**config.mk**
```make
export PLATFORM = sky130hd
export DESIGN_NAME = tcm_timer16
export DESIGN_NICKNAME = d
export VERILOG_FILES = /design/src/hw/tcm_pkg.sv /design/src/hw/tcm_pin_filter.sv /design/src/hw/tcm_timer16.sv
export SDC_FILE = /design/constraint.sdc
export NUM_CORES = 1
export LEC_CHECK = 0
export BUFFER_PORTS_ARGS = -buffer_cell sky130_fd_sc_hd__buf_4
export CAP_MARGIN = 20
export CELL_PAD_IN_SITES_DETAIL_PLACEMENT = 2
export CELL_PAD_IN_SITES_GLOBAL_PLACEMENT = 2
export CORE_ASPECT_RATIO = 0.9
export CORE_MARGIN = 2
export CORE_UTILIZATION = 41
export CTS_BUF_LIST = sky130_fd_sc_hd__clkbuf_8
export CTS_CLUSTER_DIAMETER = 80
export DETAILED_ROUTE_END_ITERATION = 6
export GPL_ROUTABILITY_DRIVEN = 0
export MAX_ROUTING_LAYER = met4
export PLACE_DENSITY = 0.9
export SLEW_MARGIN = 20
export SYNTH_ARGS = -nofsm -noshare
export SYNTH_HDL_FRONTEND = slang
export SYNTH_SLANG_ARGS = --single-unit
```
**constraint.sdc**
```tcl
create_clock -name pclk -period 6.53 [get_ports pclk]
set_clock_uncertainty 0.05 [all_clocks]
set_input_delay 0.9795 -clock pclk [delete_from_list [all_inputs] [get_ports pclk]]
set_output_delay 0.9795 -clock pclk [all_outputs]
set_load 0.1 [all_outputs]
```
**src/hw/tcm_pkg.sv**
```systemverilog
// Constants shared by the 16-bit timer control block and its pin filter.
// Assumes register indices are word indices on an APB bus with 32-bit data.
package tcm_pkg;

    // Register indices; byte address is four times the index
    localparam logic [7:0] IDX_CONTROL_A     = 8'h80;
    localparam logic [7:0] IDX_CONTROL_B     = 8'h81;
    localparam logic [7:0] IDX_FORCE_COMPARE = 8'h82;
    localparam logic [7:0] IDX_COUNTER_LOW   = 8'h84;
    localparam logic [7:0] IDX_COUNTER_HIGH  = 8'h85;
    localparam logic [7:0] IDX_CAPTURE_LOW   = 8'h86;
    localparam logic [7:0] IDX_CAPTURE_HIGH  = 8'h87;
    localparam logic [7:0] IDX_COMPARE_A_LOW = 8'h88;
    localparam logic [7:0] IDX_COMPARE_A_HIGH = 8'h89;
    localparam logic [7:0] IDX_COMPARE_B_LOW = 8'h8a;
    localparam logic [7:0] IDX_COMPARE_B_HIGH = 8'h8b;
    localparam logic [7:0] IDX_IRQ_STATUS    = 8'h90;
    localparam logic [7:0] IDX_IRQ_MASK      = 8'h91;

    // Reset values
    localparam logic [7:0]  RST_BYTE = 8'h00;
    localparam logic [15:0] RST_WORD = 16'h0000;

    // Control A fields
    localparam int CA_COM_A_POS = 6;
    localparam int CA_COM_B_POS = 4;
    localparam int CA_WAVE_LO_POS = 0;
    // Control B fields
    localparam int CB_FILTER_POS = 7;
    localparam int CB_EDGE_POS   = 6;
    localparam int CB_WAVE_HI_POS = 3;
    localparam int CB_CLKSEL_POS = 0;
    localparam logic [7:0] CB_WRITE_MASK = 8'hdf;
    // Force compare strobes
    localparam int FC_A_POS = 7;
    localparam int FC_B_POS = 6;
    // Interrupt status / mask layout
    localparam int IRQ_OVF_POS = 0;
    localparam int IRQ_CMPA_POS = 1;
    localparam int IRQ_CMPB_POS = 2;
    localparam int IRQ_CAP_POS = 5;
    localparam logic [7:0] IRQ_USED_MASK = 8'h27;

    // Fixed TOP values
    localparam logic [15:0] TOP_MAX    = 16'hffff;
    localparam logic [15:0] TOP_8BIT   = 16'h00ff;
    localparam logic [15:0] TOP_9BIT   = 16'h01ff;
    localparam logic [15:0] TOP_10BIT  = 16'h03ff;

    // Clock select codes
    localparam logic [2:0] CS_STOP     = 3'h0;
    localparam logic [2:0] CS_DIV1     = 3'h1;
    localparam logic [2:0] CS_DIV8     = 3'h2;
    localparam logic [2:0] CS_DIV64    = 3'h3;
    localparam logic [2:0] CS_DIV256   = 3'h4;
    localparam logic [2:0] CS_DIV1024  = 3'h5;
    localparam logic [2:0] CS_EXT_FALL = 3'h6;
    localparam logic [2:0] CS_EXT_RISE = 3'h7;
    localparam int PRESCALE_W = 10;

    // Noise filter length in samples
    localparam int FILTER_SAMPLES = 4;

    typedef enum logic [1:0] {
        CAT_NONPWM = 2'b00,
        CAT_FAST   = 2'b01,
        CAT_PC     = 2'b10,
        CAT_PFC    = 2'b11
    } tcm_cat_type;

    typedef enum logic {
        DIR_UP   = 1'b0,
        DIR_DOWN = 1'b1
    } tcm_dir_type;

endpackage

```
**src/hw/tcm_pin_filter.sv**
```systemverilog
// Pin input conditioner: three-stage synchroniser plus optional noise filter.
// Assumes pin is asynchronous to pclk; output is a clean level in pclk domain.
`timescale 1ns/100ps
module tcm_pin_filter
    import tcm_pkg::*;
#(
    parameter int SAMPLES = FILTER_SAMPLES
) (
    // Clock and reset
    input  wire logic pclk,
    input  wire logic presetn,
    // Pin and control
    input  wire logic pin,
    input  wire logic filter_en,
    // Conditioned level
    output logic      level
);
    logic               sync1;
    logic               sync2;
    logic               sync3;
    logic               stable;
    logic [SAMPLES-1:0] history;

    // A change is accepted only once the last two stages agree
    wire next_stable = (sync2 == sync3) ? sync3 : stable;
    wire all_high    = &history;
    wire all_low     = ~|history;

    always_ff @(posedge pclk or negedge presetn) begin
        if (!presetn) begin
            sync1   <= 1'b0;
            sync2   <= 1'b0;
            sync3   <= 1'b0;
            stable  <= 1'b0;
            history <= '0;
        end else begin
            sync1   <= pin;
            sync2   <= sync1;
            sync3   <= sync2;
            stable  <= next_stable;
            history <= {history[SAMPLES-2:0], stable};
        end
    end

    always_ff @(posedge pclk or negedge presetn) begin
        if (!presetn) begin
            level <= 1'b0;
        end else if (!filter_en) begin
            level <= stable;
        end else if (all_high || all_low) begin
            level <= history[0];
        end
    end

endmodule // tcm_pin_filter

```
**src/hw/tcm_timer16.sv**
```systemverilog
// 16-bit timer: waveform modes, clock select, input capture, force compare,
// byte access through a shared high-byte latch. Assumes an APB master on
// pclk; capture and external clock pins are asynchronous.
//
// The APB interface to the registers was chosen for this implementation.
`timescale 1ns/100ps
// Operation
// - Mode is two bits A plus two B
// - Fixed TOP: FFFF, 00FF, 01FF, 03FF
// - Variable TOP from compare A or capture
// - Buffer update and overflow timing per mode
// - Filter needs four equal samples
// - Edge select: zero falling, one rising
// - Capture copies counter, sets capture flag
// - Capture off when capture is TOP
// - Clock select: stop, div 1/8/64/256/1024
// - Codes 6/7: external pin falling/rising
// - Force compare only in non-PWM modes
// - Forced match: no interrupt, no clear
// - Force bits read as zero
// - Byte access via shared high latch
// - Counter write blocks next compare match
module tcm_timer16
    import tcm_pkg::*;
#(
    parameter int ADDR_W = 12
) (
    // APB slave
    input  wire logic              pclk,
    input  wire logic              presetn,
    input  wire logic              psel,
    input  wire logic              penable,
    input  wire logic              pwrite,
    input  wire logic [ADDR_W-1:0] paddr,
    input  wire logic [31:0]       pwdata,
    output logic      [31:0]       prdata,
    output logic                   pready,
    output logic                   pslverr,
    // Pins
    input  wire logic              capture_input_pin,
    input  wire logic              external_clock_pin,
    // Waveform outputs and interrupt
    output logic                   wave_out_a,
    output logic                   wave_out_b,
    output logic                   irq
);
    import tcm_pkg::*;
    logic [7:0]  timer_control_a;
    logic [7:0]  timer_control_b;
    logic [7:0]  temp_high;
    logic [15:0] counter_value;
    logic [15:0] capture_register;
    logic [15:0] compare_buf_a;
    logic [15:0] compare_buf_b;
    logic [15:0] compare_act_a;
    logic [15:0] compare_act_b;
    logic [7:0]  irq_status;
    logic [7:0]  irq_mask;
    logic [7:0]  read_high_snap;
    logic [PRESCALE_W-1:0] prescale;
    logic        ext_prev;
    logic        cap_prev;
    logic        match_block;
    tcm_dir_type count_dir;
    // Mode decoding
    function automatic tcm_cat_type mode_cat(input logic [3:0] m);
        case (m)
            4'd1, 4'd2, 4'd3, 4'd10, 4'd11: mode_cat = CAT_PC;
            4'd8, 4'd9:                     mode_cat = CAT_PFC;
            4'd5, 4'd6, 4'd7, 4'd14, 4'd15: mode_cat = CAT_FAST;
            default:                        mode_cat = CAT_NONPWM;
        endcase
    endfunction
    function automatic logic [15:0] top_of(input logic [3:0] m, input logic [15:0] cmp_a,
                                           input logic [15:0] cap);
        case (m)
            4'd1, 4'd5:                top_of = TOP_8BIT;
            4'd2, 4'd6:                top_of = TOP_9BIT;
            4'd3, 4'd7:                top_of = TOP_10BIT;
            4'd4, 4'd9, 4'd11, 4'd15:  top_of = cmp_a;
            4'd8, 4'd10, 4'd12, 4'd14: top_of = cap;
            default:                   top_of = TOP_MAX;
        endcase
    endfunction
    function automatic logic top_is_capture(input logic [3:0] m);
        top_is_capture = (m == 4'd8) || (m == 4'd10) || (m == 4'd12) || (m == 4'd14);
    endfunction
    // Next level of a waveform output for one compare channel
    function automatic logic wave_next(input logic cur, input logic [1:0] com,
                                       input tcm_cat_type cat, input logic match,
                                       input logic bottom, input logic down,
                                       input logic toggle_ok);
        logic res;
        res = cur;
        if (cat == CAT_NONPWM) begin
            if (match) begin
                case (com)
                    2'b01:   res = ~cur;
                    2'b10:   res = 1'b0;
                    2'b11:   res = 1'b1;
                    default: res = cur;
                endcase
            end
        end else if (com == 2'b01) begin
            if (match && toggle_ok) begin
                res = ~cur;
            end
        end else if (com[1]) begin
            if (cat == CAT_FAST) begin
                if (match) begin
                    res = com[0];
                end else if (bottom) begin
                    res = ~com[0];
                end
            end else if (match) begin
                res = com[0] ^ down;
            end
        end
        wave_next = res;
    endfunction
    // Mode and configuration fields
    wire [3:0]  wave_mode_field = {timer_control_b[CB_WAVE_HI_POS+1:CB_WAVE_HI_POS],
                                   timer_control_a[CA_WAVE_LO_POS+1:CA_WAVE_LO_POS]};
    wire [1:0]  com_a       = timer_control_a[CA_COM_A_POS+1:CA_COM_A_POS];
    wire [1:0]  com_b       = timer_control_a[CA_COM_B_POS+1:CA_COM_B_POS];
    wire [2:0]  clock_sel   = timer_control_b[CB_CLKSEL_POS+2:CB_CLKSEL_POS];
    wire        edge_select = timer_control_b[CB_EDGE_POS];
    wire        filter_en   = timer_control_b[CB_FILTER_POS];
    tcm_cat_type cat;
    assign cat = mode_cat(wave_mode_field);
    wire [15:0] top_value   = top_of(wave_mode_field, compare_act_a, capture_register);
    wire        cap_is_top  = top_is_capture(wave_mode_field);
    // Pin conditioning
    logic cap_level;
    logic ext_level;
    tcm_pin_filter #(.SAMPLES(FILTER_SAMPLES)) u_cap_filter (
        .pclk      (pclk),
        .presetn   (presetn),
        .pin       (capture_input_pin),
        .filter_en (filter_en),
        .level     (cap_level)
    );
    tcm_pin_filter #(.SAMPLES(FILTER_SAMPLES)) u_ext_filter (
        .pclk      (pclk),
        .presetn   (presetn),
        .pin       (external_clock_pin),
        .filter_en (1'b0),
        .level     (ext_level)
    );
    // Timer clock enable from prescaler or external pin
    wire ext_rise = ext_level & ~ext_prev;
    wire ext_fall = ~ext_level & ext_prev;
    logic tick;
    always_comb begin
        case (clock_sel)
            CS_DIV1:     tick = 1'b1;
            CS_DIV8:     tick = &prescale[2:0];
            CS_DIV64:    tick = &prescale[5:0];
            CS_DIV256:   tick = &prescale[7:0];
            CS_DIV1024:  tick = &prescale[9:0];
            CS_EXT_FALL: tick = ext_fall;
            CS_EXT_RISE: tick = ext_rise;
            default:     tick = 1'b0;
        endcase
    end
    // Count sequence
    wire is_updown   = (cat == CAT_PC) || (cat == CAT_PFC);
    wire at_top      = is_updown || (cat == CAT_FAST) ? (counter_value >= top_value)
                                                      : (counter_value == top_value);
    wire at_bottom   = (counter_value == RST_WORD);
    wire going_down  = (count_dir == DIR_DOWN);
    wire turn_down   = is_updown && !going_down && at_top;
    wire turn_up     = is_updown && going_down && at_bottom;
    wire count_down  = is_updown && (going_down ? !at_bottom : at_top);
    wire wrap        = !is_updown && at_top;
    wire [15:0] next_count = wrap       ? RST_WORD :
                             count_down ? counter_value - 16'h0001 :
                                          counter_value + 16'h0001;
    // Buffer update and overflow points
    wire update_point   = (cat == CAT_NONPWM) ? 1'b1 :
                          (cat == CAT_FAST)   ? (tick && wrap) :
                          (cat == CAT_PC)     ? (tick && turn_down) : (tick && turn_up);
    wire overflow_point = (cat == CAT_NONPWM) ? (tick && (counter_value == TOP_MAX)) :
                          (cat == CAT_FAST)   ? (tick && wrap) : (tick && turn_up);
    // Compare matches; a counter write masks the next timer clock
    wire match_a     = tick && !match_block && (counter_value == compare_act_a);
    wire match_b     = tick && !match_block && (counter_value == compare_act_b);
    wire bottom_evt  = tick && wrap;
    // Capture edge detection
    wire cap_edge    = edge_select ? (cap_level & ~cap_prev) : (~cap_level & cap_prev);
    wire cap_event   = cap_edge && !cap_is_top;
    wire cap_top_evt = cap_is_top && tick && at_top;
    // APB decode
    wire [7:0] idx       = paddr[9:2];
    wire       addr_ok   = (paddr[1:0] == 2'b00) && (paddr[ADDR_W-1:10] == '0);
    wire       sel_ca    = addr_ok && (idx == IDX_CONTROL_A);
    wire       sel_cb    = addr_ok && (idx == IDX_CONTROL_B);
    wire       sel_fc    = addr_ok && (idx == IDX_FORCE_COMPARE);
    wire       sel_cnt_l = addr_ok && (idx == IDX_COUNTER_LOW);
    wire       sel_cnt_h = addr_ok && (idx == IDX_COUNTER_HIGH);
    wire       sel_cap_l = addr_ok && (idx == IDX_CAPTURE_LOW);
    wire       sel_cap_h = addr_ok && (idx == IDX_CAPTURE_HIGH);
    wire       sel_ca_l  = addr_ok && (idx == IDX_COMPARE_A_LOW);
    wire       sel_ca_h  = addr_ok && (idx == IDX_COMPARE_A_HIGH);
    wire       sel_cb_l  = addr_ok && (idx == IDX_COMPARE_B_LOW);
    wire       sel_cb_h  = addr_ok && (idx == IDX_COMPARE_B_HIGH);
    wire       sel_ist   = addr_ok && (idx == IDX_IRQ_STATUS);
    wire       sel_imsk  = addr_ok && (idx == IDX_IRQ_MASK);
    wire       sel_low   = sel_cnt_l || sel_cap_l || sel_ca_l || sel_cb_l;
    wire       sel_high  = sel_cnt_h || sel_cap_h || sel_ca_h || sel_cb_h;
    wire       mapped    = sel_ca || sel_cb || sel_fc || sel_low || sel_high || sel_ist
                           || sel_imsk;
    wire       setup     = psel && !penable;
    wire       access    = psel && penable && pready;
    wire       wr_acc    = access && pwrite && !pslverr;
    wire       rd_acc    = access && !pwrite && !pslverr;
    wire [7:0] wbyte     = pwdata[7:0];
    wire [15:0] wword    = {temp_high, wbyte};
    // Read data; high bytes come from the latch filled by the low-byte read
    wire [15:0] rd_word = sel_cnt_l ? counter_value :
                          sel_cap_l ? capture_register :
                          sel_ca_l  ? compare_buf_a : compare_buf_b;
    wire [7:0] rd_byte = sel_ca    ? timer_control_a :
                         sel_cb    ? (timer_control_b & CB_WRITE_MASK) :
                         sel_low   ? rd_word[7:0] :
                         sel_high  ? temp_high :
                         sel_ist   ? irq_status :
                         sel_imsk  ? irq_mask : 8'h00;
    // Force strobes act only in non-PWM modes and raise no flag
    wire force_a = wr_acc && sel_fc && wbyte[FC_A_POS] && (cat == CAT_NONPWM);
    wire force_b = wr_acc && sel_fc && wbyte[FC_B_POS] && (cat == CAT_NONPWM);
    // Event collection; set wins over read-clear of the same bit
    logic [7:0] events;
    always_comb begin
        events               = 8'h00;
        events[IRQ_OVF_POS]  = overflow_point;
        events[IRQ_CMPA_POS] = match_a;
        events[IRQ_CMPB_POS] = match_b;
        events[IRQ_CAP_POS]  = cap_event || cap_top_evt;
    end
    wire [7:0] read_clear = (rd_acc && sel_ist) ? prdata[7:0] : 8'h00;
    wire [7:0] next_status = (irq_status & ~read_clear) | events;
    // APB response: one wait-free access cycle after setup
    always_ff @(posedge pclk or negedge presetn) begin
        if (!presetn) begin
            pready         <= 1'b0;
            pslverr        <= 1'b0;
            prdata         <= 32'h00000000;
            read_high_snap <= RST_BYTE;
        end else begin
            pready         <= setup;
            pslverr        <= setup && !mapped;
            read_high_snap <= setup ? rd_word[15:8] : read_high_snap;
            prdata         <= setup ? {24'h000000, rd_byte} : prdata;
        end
    end
    // Control registers and mask
    always_ff @(posedge pclk or negedge presetn) begin
        if (!presetn) begin
            timer_control_a <= RST_BYTE;
            timer_control_b <= RST_BYTE;
            irq_mask        <= RST_BYTE;
            irq_status      <= RST_BYTE;
            irq             <= 1'b0;
        end else begin
            if (wr_acc && sel_ca) begin
                timer_control_a <= wbyte;
            end
            if (wr_acc && sel_cb) begin
                timer_control_b <= wbyte & CB_WRITE_MASK;
            end
            if (wr_acc && sel_imsk) begin
                irq_mask <= wbyte & IRQ_USED_MASK;
            end
            irq_status <= next_status;
            irq        <= |(next_status & irq_mask);
        end
    end
    // Shared high-byte latch: filled by high writes and low reads
    always_ff @(posedge pclk or negedge presetn) begin
        if (!presetn) begin
            temp_high <= RST_BYTE;
        end else if (wr_acc && sel_high) begin
            temp_high <= wbyte;
        end else if (rd_acc && sel_low) begin
            temp_high <= read_high_snap;
        end
    end
    // Counter and direction; software write takes priority over counting
    always_ff @(posedge pclk or negedge presetn) begin
        if (!presetn) begin
            counter_value <= RST_WORD;
            count_dir     <= DIR_UP;
            match_block   <= 1'b0;
        end else if (wr_acc && sel_cnt_l) begin
            counter_value <= wword;
            match_block   <= 1'b1;
        end else if (tick) begin
            counter_value <= next_count;
            match_block   <= 1'b0;
            if (turn_down) begin
                count_dir <= DIR_DOWN;
            end else if (turn_up || !is_updown) begin
                count_dir <= DIR_UP;
            end
        end
    end
    // Compare buffers and their active copies
    always_ff @(posedge pclk or negedge presetn) begin
        if (!presetn) begin
            compare_buf_a <= RST_WORD;
            compare_buf_b <= RST_WORD;
            compare_act_a <= RST_WORD;
            compare_act_b <= RST_WORD;
        end else begin
            if (wr_acc && sel_ca_l) begin
                compare_buf_a <= wword;
            end
            if (wr_acc && sel_cb_l) begin
                compare_buf_b <= wword;
            end
            if (update_point) begin
                compare_act_a <= compare_buf_a;
                compare_act_b <= compare_buf_b;
            end
        end
    end
    // Capture register: hardware capture, or software write in any mode; capture wins
    always_ff @(posedge pclk or negedge presetn) begin
        if (!presetn) begin
            capture_register <= RST_WORD;
        end else if (cap_event) begin
            capture_register <= counter_value;
        end else if (wr_acc && sel_cap_l) begin
            capture_register <= wword;
        end
    end
    // Edge history and prescaler
    always_ff @(posedge pclk or negedge presetn) begin
        if (!presetn) begin
            prescale <= '0;
            ext_prev <= 1'b0;
            cap_prev <= 1'b0;
        end else begin
            prescale <= prescale + 1'b1;
            ext_prev <= ext_level;
            cap_prev <= cap_level;
        end
    end
    // Waveform outputs; forced matches count as matches for the output only
    always_ff @(posedge pclk or negedge presetn) begin
        if (!presetn) begin
            wave_out_a <= 1'b0;
            wave_out_b <= 1'b0;
        end else begin
            wave_out_a <= wave_next(wave_out_a, com_a, cat, match_a || force_a, bottom_evt,
                                    going_down, (wave_mode_field == 4'd9)
                                    || (wave_mode_field == 4'd11) || (wave_mode_field == 4'd14)
                                    || (wave_mode_field == 4'd15));
            wave_out_b <= wave_next(wave_out_b, com_b, cat, match_b || force_b, bottom_evt,
                                    going_down, 1'b0);
        end
    end

endmodule // tcm_timer16

```
=== Yosys cells after proc, flatten, opt, wreduce, memory -nomap -nowiden ===
Memories as Yosys holds them, arrays and structs flattened.
Cells that the tools add are included.

* Bits in registers: 180
* Memory bits (read-only): 32
* Bits of input ports: 51
* Output and inout port bits: 37
* Logic and storage cells: 285
* Memories kept: 1

* Add/subtract/negate cells: 3
* Magnitude comparators: 1
* Equal/unequal tests: 56
* Mux-type cells: 53
* Bitwise operators: 19
* Reduce and logical (&&, ||, !) cells: 118

{| class="wikitable"
|+ Memory list
! memory !! depth !! width !! read ports !! clocked after Yosys merged registers in !! write ports !! RTL line !! source
|-
| (no name shown) || 16 || 2 || 1 || 0 || 0 || tcm_timer16.sv:67 || <nowiki>case (m)</nowiki>
|}

{| class="wikitable"
|+ Operators with widths
! cell !! count
|-
| $mux W16 || 9
|-
| $eq A8 B8 Y1 const B || 13
|-
| $pmux W16 S5 || 1
|-
| $mux W8 || 8
|-
| $logic_and A1 B1 Y1 || 54
|-
| $eq A16 B16 Y1 || 3
|-
| $mux W1 || 31
|-
| $eq A4 B4 Y1 const B || 7
|-
| $logic_or A1 B1 Y1 || 25
|-
| $reduce_and A6 Y1 || 3
|-
| $add A16 B1 Y16 const B || 1
|-
| $eq A16 B16 Y1 const B || 1
|-
| $eq A4 B3 Y1 const B || 4
|-
| $ge A16 B16 Y1 || 1
|-
| $logic_not A16 Y1 || 1
|-
| $sub A16 B1 Y16 const B || 1
|-
| $reduce_bool A2 Y1 || 7
|-
| $eq A2 B2 Y1 const B || 6
|-
| $eq A3 B3 Y1 const B || 4
|-
| $reduce_or A4 Y1 || 3
|-
| $add A10 B1 Y10 const B || 1
|-
| $logic_not A1 Y1 || 10
|-
| $reduce_and A10 Y1 || 1
|-
| $not A1 Y1 || 9
|-
| 26 further kinds || 46
|}

=== Longest topological paths before layout ===
Gate-level depths: netlist of the first run.

* Depth after elaboration: 13
* Depth in mapped cells: 21
* Depth with buffers taken out: 20

=== Modules after synthesis ===
Synthesis of the first run repeated with hierarchy kept, for this count alone.

* Cells, all modules: 1046
* Area, all modules: 10580.1 sq um

{| class="wikitable"
|+ By module, submodules not included
! module !! times used !! cells each !! area each (sq um) !! seq. area each (sq um)
|-
| tcm_timer16 || 1 || 1016 || 10049.6 || 4154.0
|-
| tcm_pin_filter || 2 || 15 || 265.3 || 225.2
|}

=== Worst setup path after synthesis of the first run ===
No wires, ideal clock.

* Path kind: flip-flop to flip-flop
* Start point: reg timer_control_b[4]
* End point: reg counter_value[15]
* Library setup time: 0.125 ns
* Arrival time: 4.837 ns
* Data required time: 6.355 ns
* Slack: 1.517 ns
* Stages on the path, launching flop included: 22
* Buffers on the path: 2
* Period minus slack after synthesis: 5.013 ns
* Path through: dfrtp_1 -> clkbuf_1 -> inv_1 -> clkbuf_1 -> nand2_1 -> o22a_1 -> o22a_1 -> ha_1 -> nor3b_1 -> o21ai_0 -> a21oi_1 -> o221ai_1 -> and3_1 -> ha_1 -> or2_2 -> o31a_1 -> nand3_1 -> o21ai_0 -> a311o_1 -> or3_1 -> a32o_1 -> mux2_4

* Longest elaborated chain between the ends: 11
* Elaborated cells on any way between the ends: 37
* Those cells by class: 1 x order compare; 18 x eq/ne; 7 x mux; 10 x reduce/logical; 1 x memory

{| class="wikitable"
|+ Ends and longest elaborated chain
! what !! RTL line !! source
|-
| from (decl) || tcm_timer16.sv:49 || <nowiki>logic [7:0] timer_control_b;</nowiki>
|-
| from (signal assigned) || tcm_timer16.sv:270 || <nowiki>timer_control_b <= wbyte & CB_WRITE_MASK;</nowiki>
|-
| $eq A4 B4 Y1, or another cell as far along || tcm_timer16.sv:76 || <nowiki>case (m)</nowiki>
|-
| $reduce_or A4 Y1, or another cell as far along || tcm_timer16.sv:76 ||
|-
| $pmux W16 S5 / $logic_or A1 B1 Y1 (equally long branches) || tcm_timer16.sv:76, tcm_timer16.sv:167 ||
|-
| $ge A16 B16 Y1, or another cell as far along || tcm_timer16.sv:168 || <nowiki>wire at_top = is_updown || (cat == CAT_FAST) ? (counter_value >= top_value)</nowiki>
|-
| $mux W1 || tcm_timer16.sv:168 ||
|-
| $mux W1 || tcm_timer16.sv:174 || <nowiki>wire count_down = is_updown && (going_down ? !at_bottom : at_top);</nowiki>
|-
| $logic_and A1 B1 Y1 || tcm_timer16.sv:174 ||
|-
| $mux W16 || tcm_timer16.sv:177 || <nowiki>count_down ? counter_value - 16'h0001 :</nowiki>
|-
| $mux W16 * || tcm_timer16.sv:176 || <nowiki>wire [15:0] next_count = wrap ? RST_WORD :</nowiki>
|-
| $mux W16 * || tcm_timer16.sv:298 || <nowiki>end else if (tick) begin</nowiki>
|-
| $mux W16 * || tcm_timer16.sv:295 || <nowiki>end else if (wr_acc && sel_cnt_l) begin</nowiki>
|-
| to (signal assigned) || tcm_timer16.sv:296 || <nowiki>counter_value <= wword;</nowiki>
|-
| to (signal assigned) || tcm_timer16.sv:299 || <nowiki>counter_value <= next_count;</nowiki>
|-
| to (decl) || tcm_timer16.sv:51 || <nowiki>logic [15:0] counter_value;</nowiki>
|}

Every way passes the cells marked *; elsewhere a longest branch is shown, timed or not. The select of a mux whose other input is x is not followed.
A chain may end at the register's enable or synchronous reset.

=== Worst setup path in the final report of the first run ===
* Start point: reg timer_control_a[1]
* End point: reg counter_value[15]

* Longest elaborated chain between the ends: 11
* Elaborated cells on any way between the ends: 37
* Those cells by class: 1 x order compare; 18 x eq/ne; 7 x mux; 10 x reduce/logical; 1 x memory

{| class="wikitable"
|+ Ends and longest elaborated chain
! what !! RTL line !! source
|-
| from (decl) || tcm_timer16.sv:48 || <nowiki>logic [7:0] timer_control_a;</nowiki>
|-
| from (signal assigned) || tcm_timer16.sv:267 || <nowiki>timer_control_a <= wbyte;</nowiki>
|-
| $eq A4 B4 Y1, or another cell as far along || tcm_timer16.sv:76 ||
|-
| $reduce_or A4 Y1, or another cell as far along || tcm_timer16.sv:76 ||
|-
| $pmux W16 S5 / $logic_or A1 B1 Y1 (equally long branches) || tcm_timer16.sv:76, tcm_timer16.sv:167 ||
|-
| $ge A16 B16 Y1, or another cell as far along || tcm_timer16.sv:168 ||
|-
| $mux W1 || tcm_timer16.sv:168 ||
|-
| $mux W1 || tcm_timer16.sv:174 ||
|-
| $logic_and A1 B1 Y1 || tcm_timer16.sv:174 ||
|-
| $mux W16 || tcm_timer16.sv:177 ||
|-
| $mux W16 * || tcm_timer16.sv:176 ||
|-
| $mux W16 * || tcm_timer16.sv:298 ||
|-
| $mux W16 * || tcm_timer16.sv:295 ||
|}

Marked as above.

==> results.md, run 1 <==
* Status: complete, but fails checks
* Failing checks: DRC
* Via density at between 6 and 7
* Clock-pin slew on the worst setup and hold paths at ~0.13 ns
* Clk buf depth at 2
* Synth top cells by count: 180 x dfrtp_1, 89 x mux2_2, 75 x nor2_1, 74 x nand2_1, 73 x a21oi_1
* CTS Hold Bufs at 0
* Worst slew pin tran at approximately 1.1 ns
* Mapped Area at about 10000 um2
* EDFF count, synth at 0
* Gate count of the mapped netlist at approximately 1000
* Fin cells at around 1400
* DRT Wirelength at 39900 um
* Pwr/cell area at approximately 200 nW/um2
* Final min period at between 5 and 6 ns
* Gr usage total at between 30% and 40%
* Tcrit/Tclk final at roughly nine tenths
* Starting Density at 41.36%
* Layout area overhead at 9.557%
* Layout cells sized above 1 at between 10% and 20%
* Number of setup violations in the final report at 0
* Final hold violation count at 0
* Total power at 0.002247 W
* Crit path launch type: register
* Setup CP Type: reg -> reg
* Routed Antenna Nets at 0
* FF-to-FF setup slack at approximately 0.57 ns
* Core Region at 24910 um2
* Post-synth top area share at a little over two fifths
* Sequential fraction of the synthesis area at a little over two fifths
* Row count at 55
* Mapped Avg Cell Area at slightly above 10 um2
* Antenna violations before repair at 1
* Initial DRC count at 751
* Via count at 8693
* Count leader, synth: dfrtp_1
* Pin count of the biggest net entering global routing at 104
* Root buffer cell: clkbuf_8
* Nets@finish at 1111
* Worst VDD drop at 0.1689 mV
* I/O Buffers at 39
* DRC at 1
* Synth async-reset ratio at 100.0%
* Fillers at between 2000 and 3000
* First-pass GRT wire length at 61040 um
* Congestion Overflow GR at 0
* Normalized max-slew margin at 25.14%
* RSZ-0062 raised after global routing: no
* Top FF cell, synth: dfrtp_1
* Max Fclk at between 150 and 200 MHz
* Leakage at approximately 5.4 nW
* Die W at around 170 um
* Htree depth at 4
* Largest area contributor in the netlist: dfrtp_1
* Die height at ~150 um
* # clock sinks at 180
* Max_cap viols at 0
* Max-slew violation count at 0
* Kind of end point of the critical path: register
* Main area contributors after synthesis: dfrtp_1 44%, mux2_2 9.7%, ha_1 4.1%
* DR pass1 iterations at 7
* CTS tree: built
* Placed insts at ~1300
* CP Data Arrival Time at 6.30 ns
* Detailed Place HPWL at 27750 um
* Die Footprint at 26420 um2
* PostCTS Resize Cnt at 0
* Synth cell types at 80
* Req. time, crit path at about 7 ns
* Num CTS Buffers at 17
* Seq cells post-synth at 180
* Synth warn at 0
* WL/cell at a little under 30 um
* Diode count at 0
* Worst hold path type: reg -> reg
* Setup TNS at 0 ns
* Vias in the first global route at 9555
* Hold WS at approximately 0.32 ns
* Post-CTS setup buffer count at 0
* Skew-Pair Late Insertion Delay at roughly 0.51 ns
* Final Instance Area at approximately 11000 um2
* Io pins at 88
* Placed cell areas at 10840 um2
* Worst-path fanout max at 15
cell families after synthesis:
kind of cell	count (synthesis)	synth area share, %
xor+xnor	49	4.165
compound gates	245	15.24
flops	180	43.72
other cells	1	0.03639
mux	136	14.86
buf+inv	102	4.869
fa+ha+maj	37	4.517
simple gates	260	12.59
registers in the layout, summed over array words and instances, names as in the netlist, 10 cells and up:
register          count
capture_register     16
compare_buf_b        16
counter_value        16
compare_act_b        16
prescale             10
compare_act_a        16
compare_buf_a        16
metal layers:
layer	track usage (%)	share of wire [%]
met5	-	0
met4	15.25	4.8
met3	4.708	5.9
met2	50.69	48
met1	40.49	41
cells in the final DEF (no fill, tap or decap), drive strengths merged, types with 6 or more instances in the layout:
cell,n
a21oi,73
ha,34
o22ai,11
conb,24
clkbuf,18
xnor2,12
inv,27
nor3,13
nand3,16
mux2,93
nor2b,9
nor2,77
nand4,11
a222oi,8
nor4,13
nand2b,8
dfrtp,180
nand2,74
or2,6
a221oi,13
o22a,9
o21ai,62
a21boi,6
xor2,37
a21o,15
mux2i,39
buf,57
a211oi,7
a31oi,6
final cells by class:
type                            instances  area (um2)  area share [%]
Tap cell                              342       427.9           3.791
Sequential cell                       180        4504           39.90
Multi-Input combinational cell        751        5411           47.94
Clock buffer                           17       234.0           2.073
Clock inverter                         15       205.2           1.818
Inverter                               17       63.81          0.5653
Timing Repair Buffer                   58       441.7           3.913
per-stage QoR:
| stage | util (%) | setup slack, ns |
|---|---|---|
| 2_1_floorplan | - | 1.517 |
| 3_3_place_gp | 43.50 | 0.9040 |
| 3_5_place_dp | 43.50 | 0.5826 |
| 4_1_cts | 45.26 | 0.4269 |
| 5_1_grt | 45.31 | 0.1458 |
| 6_report | 45.31 | 0.5652 |
power by group:
group	switching (W)	internal (W)	leakage (nW)	total (W)
logic	0.000165	0.0000482	2.77	0.000213
clock network	0.000541	0.000310	0.214	0.000850
registers	0.0000359	0.00115	2.37	0.00118
worst max-delay path, stage by stage (launching register included):
cell and delay [ns]:
dfrtp_1 0.75, nor2b_1 0.12, buf_4 0.21, nand2_1 0.29, o22a_1 0.19, o22ai_1 0.10, ha_1 0.36, nand4_1 0.23
nor2_1 0.22, o2111ai_1 0.17, o221ai_1 0.26, and3_2 0.46, ha_1 0.32, a211oi_1 0.31, o21ai_0 0.20, nand3_1 0.13
o21ai_0 0.21, a311o_1 0.39, or3_1 0.31, a32o_1 0.27, mux2_4 0.26
path summary, 6_finish.rpt:
path | start | to | depth (start not counted)
worst max register to register | timer_control_a[1]$_DFFE_PN0P_ | counter_value[15]$_DFFE_PN0P_ | 20
worst min register to register | u_cap_filter.sync1$_DFF_PN0_ | u_cap_filter.sync2$_DFF_PN0_ | 0
max in group asynchronous | presetn | capture_register[12]$_DFFE_PN0P_ | 2
min in group asynchronous | presetn | u_cap_filter.sync2$_DFF_PN0_ | 1
worst min-delay path | u_cap_filter.sync1$_DFF_PN0_ | u_cap_filter.sync2$_DFF_PN0_ | 0
worst max-delay path | timer_control_a[1]$_DFFE_PN0P_ | counter_value[15]$_DFFE_PN0P_ | 20
Note: power is estimated with default switching activity, not from simulation.
==> run 2: changes to the inputs <==
Settings changed: CTS_BUF_LIST sky130_fd_sc_hd__clkbuf_8 to sky130_fd_sc_hd__clkbuf_4 sky130_fd_sc_hd__clkbuf_8, SYNTH_HIERARCHICAL set to 1.
==> run 2 against run 1 <==
Net effect:
- the flow now finishes without violations
- sequential share of layout area down 0.28 points
- combinational power up 22%
- worst setup slack worse by 0.090 ns
- register-to-register slack worse by 0.09 ns
- design area up 2.9%
- total power up 1.7%
- wire length up 13%
- clock power down 3.3%
- count of clock-buffer cells in the layout up 1
- core utilization up 0.70 points
- via count up 8.5%
- sequential power about the same
==> results.md, run 2 <==
* Sequential fraction of the synthesis area at around 44%
* Clk buf depth at 2
* Die W at roughly 170 um
* Diode count at 0
* Max_cap viols at 0
* Tcrit/Tclk final at between 90% and 100%
* Setup TNS at 0 ns
* Worst setup margin at between 0.4 and 0.5 ns
* CP Data Arrival Time at approximately 6.4 ns
* FF-to-FF setup slack at between 0.4 and 0.5 ns
* Synth cell types at 81
* Pin count of the biggest net entering global routing at 100
* Io pins at 88
* Num CTS Buffers at 17
* Kind of end point of the critical path: register
* Worst path most repeated cell: o21ai_0
* Die height at 156.4 um
* Skew-Pair Late Insertion Delay at 0.55 ns
* Vias in the first global route at 10580
* Root buffer cell: clkbuf_8
* Post-CTS setup buffer count at 0
* Placed insts at between 1000 and 1500
* Mapped Area at between 10000 and 15000 um2
* Place WS at 0.9757 ns
* Die Footprint at roughly 27000 um2
* Initial DRC count at between 900 and 1000
* Gate count of the mapped netlist at 1046
* HP Start: u_ext_filter/sync1$_DFF_PN0_
* Max Fclk at 165.2 MHz
* Status: completed
* Pwr/cell area at roughly 200 nW/um2
* Max-slew violation count at 0
* RR Endpoint: counter_value[15]$_DFFE_PN0P_
* Main area contributors after synthesis: dfrtp_1 44%, mux2_2 8.5%, ha_1 4.0%
* Seq cells post-synth at 184
* DRT Wirelength at between 40000 and 50000 um
* Via density at roughly 6.6
* First-pass GRT wire length at 68080 um
* Layout area overhead at 9.839%
* Worst slew pin tran at ~1.1 ns
* Fin cells at 1430
* Row count at between 50 and 60
* Storage element area at roughly 4600 um2
* Setup CP Type: reg -> reg
* Synth top cells by count: 184 x dfrtp_1, 80 x mux2_2, 76 x nand2_1, 64 x nor2_1, 61 x a21oi_1
* Multi-input gate area at between 5000 and 6000 um2
* RSZ-0062 raised after global routing: no
* # clock sinks at between 150 and 200
* Reg-to-reg startpoint: timer_control_b[4]$_DFFE_PN0P_
* Normalized max-slew margin at between 20% and 30%
* Most common cell after layout, fill and taps aside: dfrtp_1
* Crit path launch type: register
* Placed cell areas at 11230 um2
* CTS Hold Bufs at 0
* PostCTS Resize Cnt at 0
* WL/cell at 31.44 um
* Synth warn at 6
* Htree depth at 4
* Worst Hold End: u_ext_filter/sync2$_DFF_PN0_
* Starting Density at a little over two fifths
* DR pass1 iterations at 5
* Worst VDD drop at around 0.17 mV
* Final Instance Area at between 10000 and 15000 um2
* Number of setup violations in the final report at 0
* Largest area contributor in the netlist: dfrtp_1
* Gr usage total at between 30% and 40%
* Nets@finish at between 1000 and 1500
* Critical path's largest stage delay at approximately 0.96 ns
* Worst hold path type: reg -> reg
* Worst-path fanout max at 23
* Post-synth top area share at a little over two fifths
* Antenna violations before repair at 0
* EDFF count, synth at 0
* Layout cells sized above 1 at a little over a fifth
* Detailed Place HPWL at slightly above 30000 um
* Crit path max-delay cell type: dfrtp_1
* DRC at 0
* Via count at about 9400
* Hold Path Stages at 0
* Final min period at between 6 and 7 ns
* Count leader, synth: dfrtp_1
* Top FF cell, synth: dfrtp_1
* Worst Reg-to-Reg Cells at 18
* Final Core Density at 46.01%
* Most frequent cells in the layout: 184 x dfrtp_1, 80 x mux2_2, 76 x nand2_1
* Congestion Overflow GR at 0
* Req. time, crit path at around 6.9 ns
* CTS tree: built
* Clock-pin slew on the worst setup and hold paths at around 0.12 ns
* Routed Antenna Nets at 0
* Final hold violation count at 0
* Fillers at around 2700
* Mapped Avg Cell Area at 10.11 um2
* I/O Buffers at 39
* Synth async-reset ratio at 100.0%
* Core Region at 25260 um2
* Leakage at about 5.5 nW
* Cell breakdown of the critical path: nand3b_1 -> o22ai_1 -> ha_1 -> o21ai_0 -> o21ai_0 -> a21oi_1 -> o22ai_1 -> nor2_1 -> a211oi_2 -> buf_4 -> ha_1 -> o21ai_0 -> o21a_1 -> or3_1 -> nand3_1 -> a311oi_1 -> xnor2_1 -> o21ai_0
## run 2: cell count changes in the layout (fill, tap and decap cells not counted), moves of 10 or more
cell	before	now
nor2_1	74	64
o21ai_0	55	41
o21ai_2	0	10
a211oi_1	7	17
a21oi_1	73	59
a22oi_2	0	10
buf_4	57	71
a221oi_1	13	3
mux2i_1	39	25
## run 2: worst max-delay path, delay by kind of cell (launching register included)
family | cells | cell delay, ns
compound gates | 10 | 2.85
simple gates | 4 | 1.00
flops | 1 | 0.96
fa+ha+maj | 2 | 0.67
buf+inv | 1 | 0.21
xor+xnor | 1 | 0.18
## run 2: report_power, final
group	switching, W	internal [W]
registers	0.0000348	0.00117
clock network	0.000508	0.000315
logic	0.000211	0.0000486
total	0.000753	0.00153
## run 2: final cells by class
type | instances | share of cell area, %
Clock buffer | 18 | 2.078
Timing Repair Buffer | 72 | 4.705
Tap cell | 342 | 3.682
Clock inverter | 14 | 1.174
Inverter | 23 | 0.7429
Sequential cell | 184 | 39.62
Multi-Input combinational cell | 777 | 48.00
## run 2: metrics by stage
step	total power [W]	hold slack [ns]
2_1_floorplan	0.001385	0.2812
3_3_place_gp	0.001457	0.2815
3_5_place_dp	0.001476	0.2926
4_1_cts	0.002278	0.3160
5_1_grt	0.002334	0.3325
6_report	0.002285	0.3140
## run 2: cells by family (layout without fill, tap and decap cells)
logic type | Yosys count | count (layout) | share of synthesized area [%]
fa+ha+maj | 37 | 37 | 4.399
buf+inv | 110 | 127 | 4.967
simple gates | 283 | 283 | 13.68
other cells | 1 | 26 | 0.03544
flops | 184 | 184 | 43.52
xor+xnor | 52 | 52 | 4.305
compound gates | 272 | 272 | 18.00
mux | 107 | 107 | 11.09
## run 2: worst max path at each step
stage                                          to                           start  slack (ns)
global placement    counter_value[15]$_DFFE_PN0P_  timer_control_b[4]$_DFFE_PN0P_        1.40
global route        counter_value[15]$_DFFE_PN0P_  timer_control_b[4]$_DFFE_PN0P_        0.28
floorplan           counter_value[15]$_DFFE_PN0P_  timer_control_a[1]$_DFFE_PN0P_        1.10
finish              counter_value[15]$_DFFE_PN0P_  timer_control_b[4]$_DFFE_PN0P_        0.48
detailed placement  counter_value[15]$_DFFE_PN0P_  timer_control_b[4]$_DFFE_PN0P_        0.98
CTS                 counter_value[14]$_DFFE_PN0P_  timer_control_b[4]$_DFFE_PN0P_        0.76
## run 2: per-layer routing
metal / share of wire [%] / track usage, %
met4: 5.9 / 19.85
met3: 7.9 / 9.208
met5: 0 / -
met1: 39 / 40.06
met2: 48 / 56.57
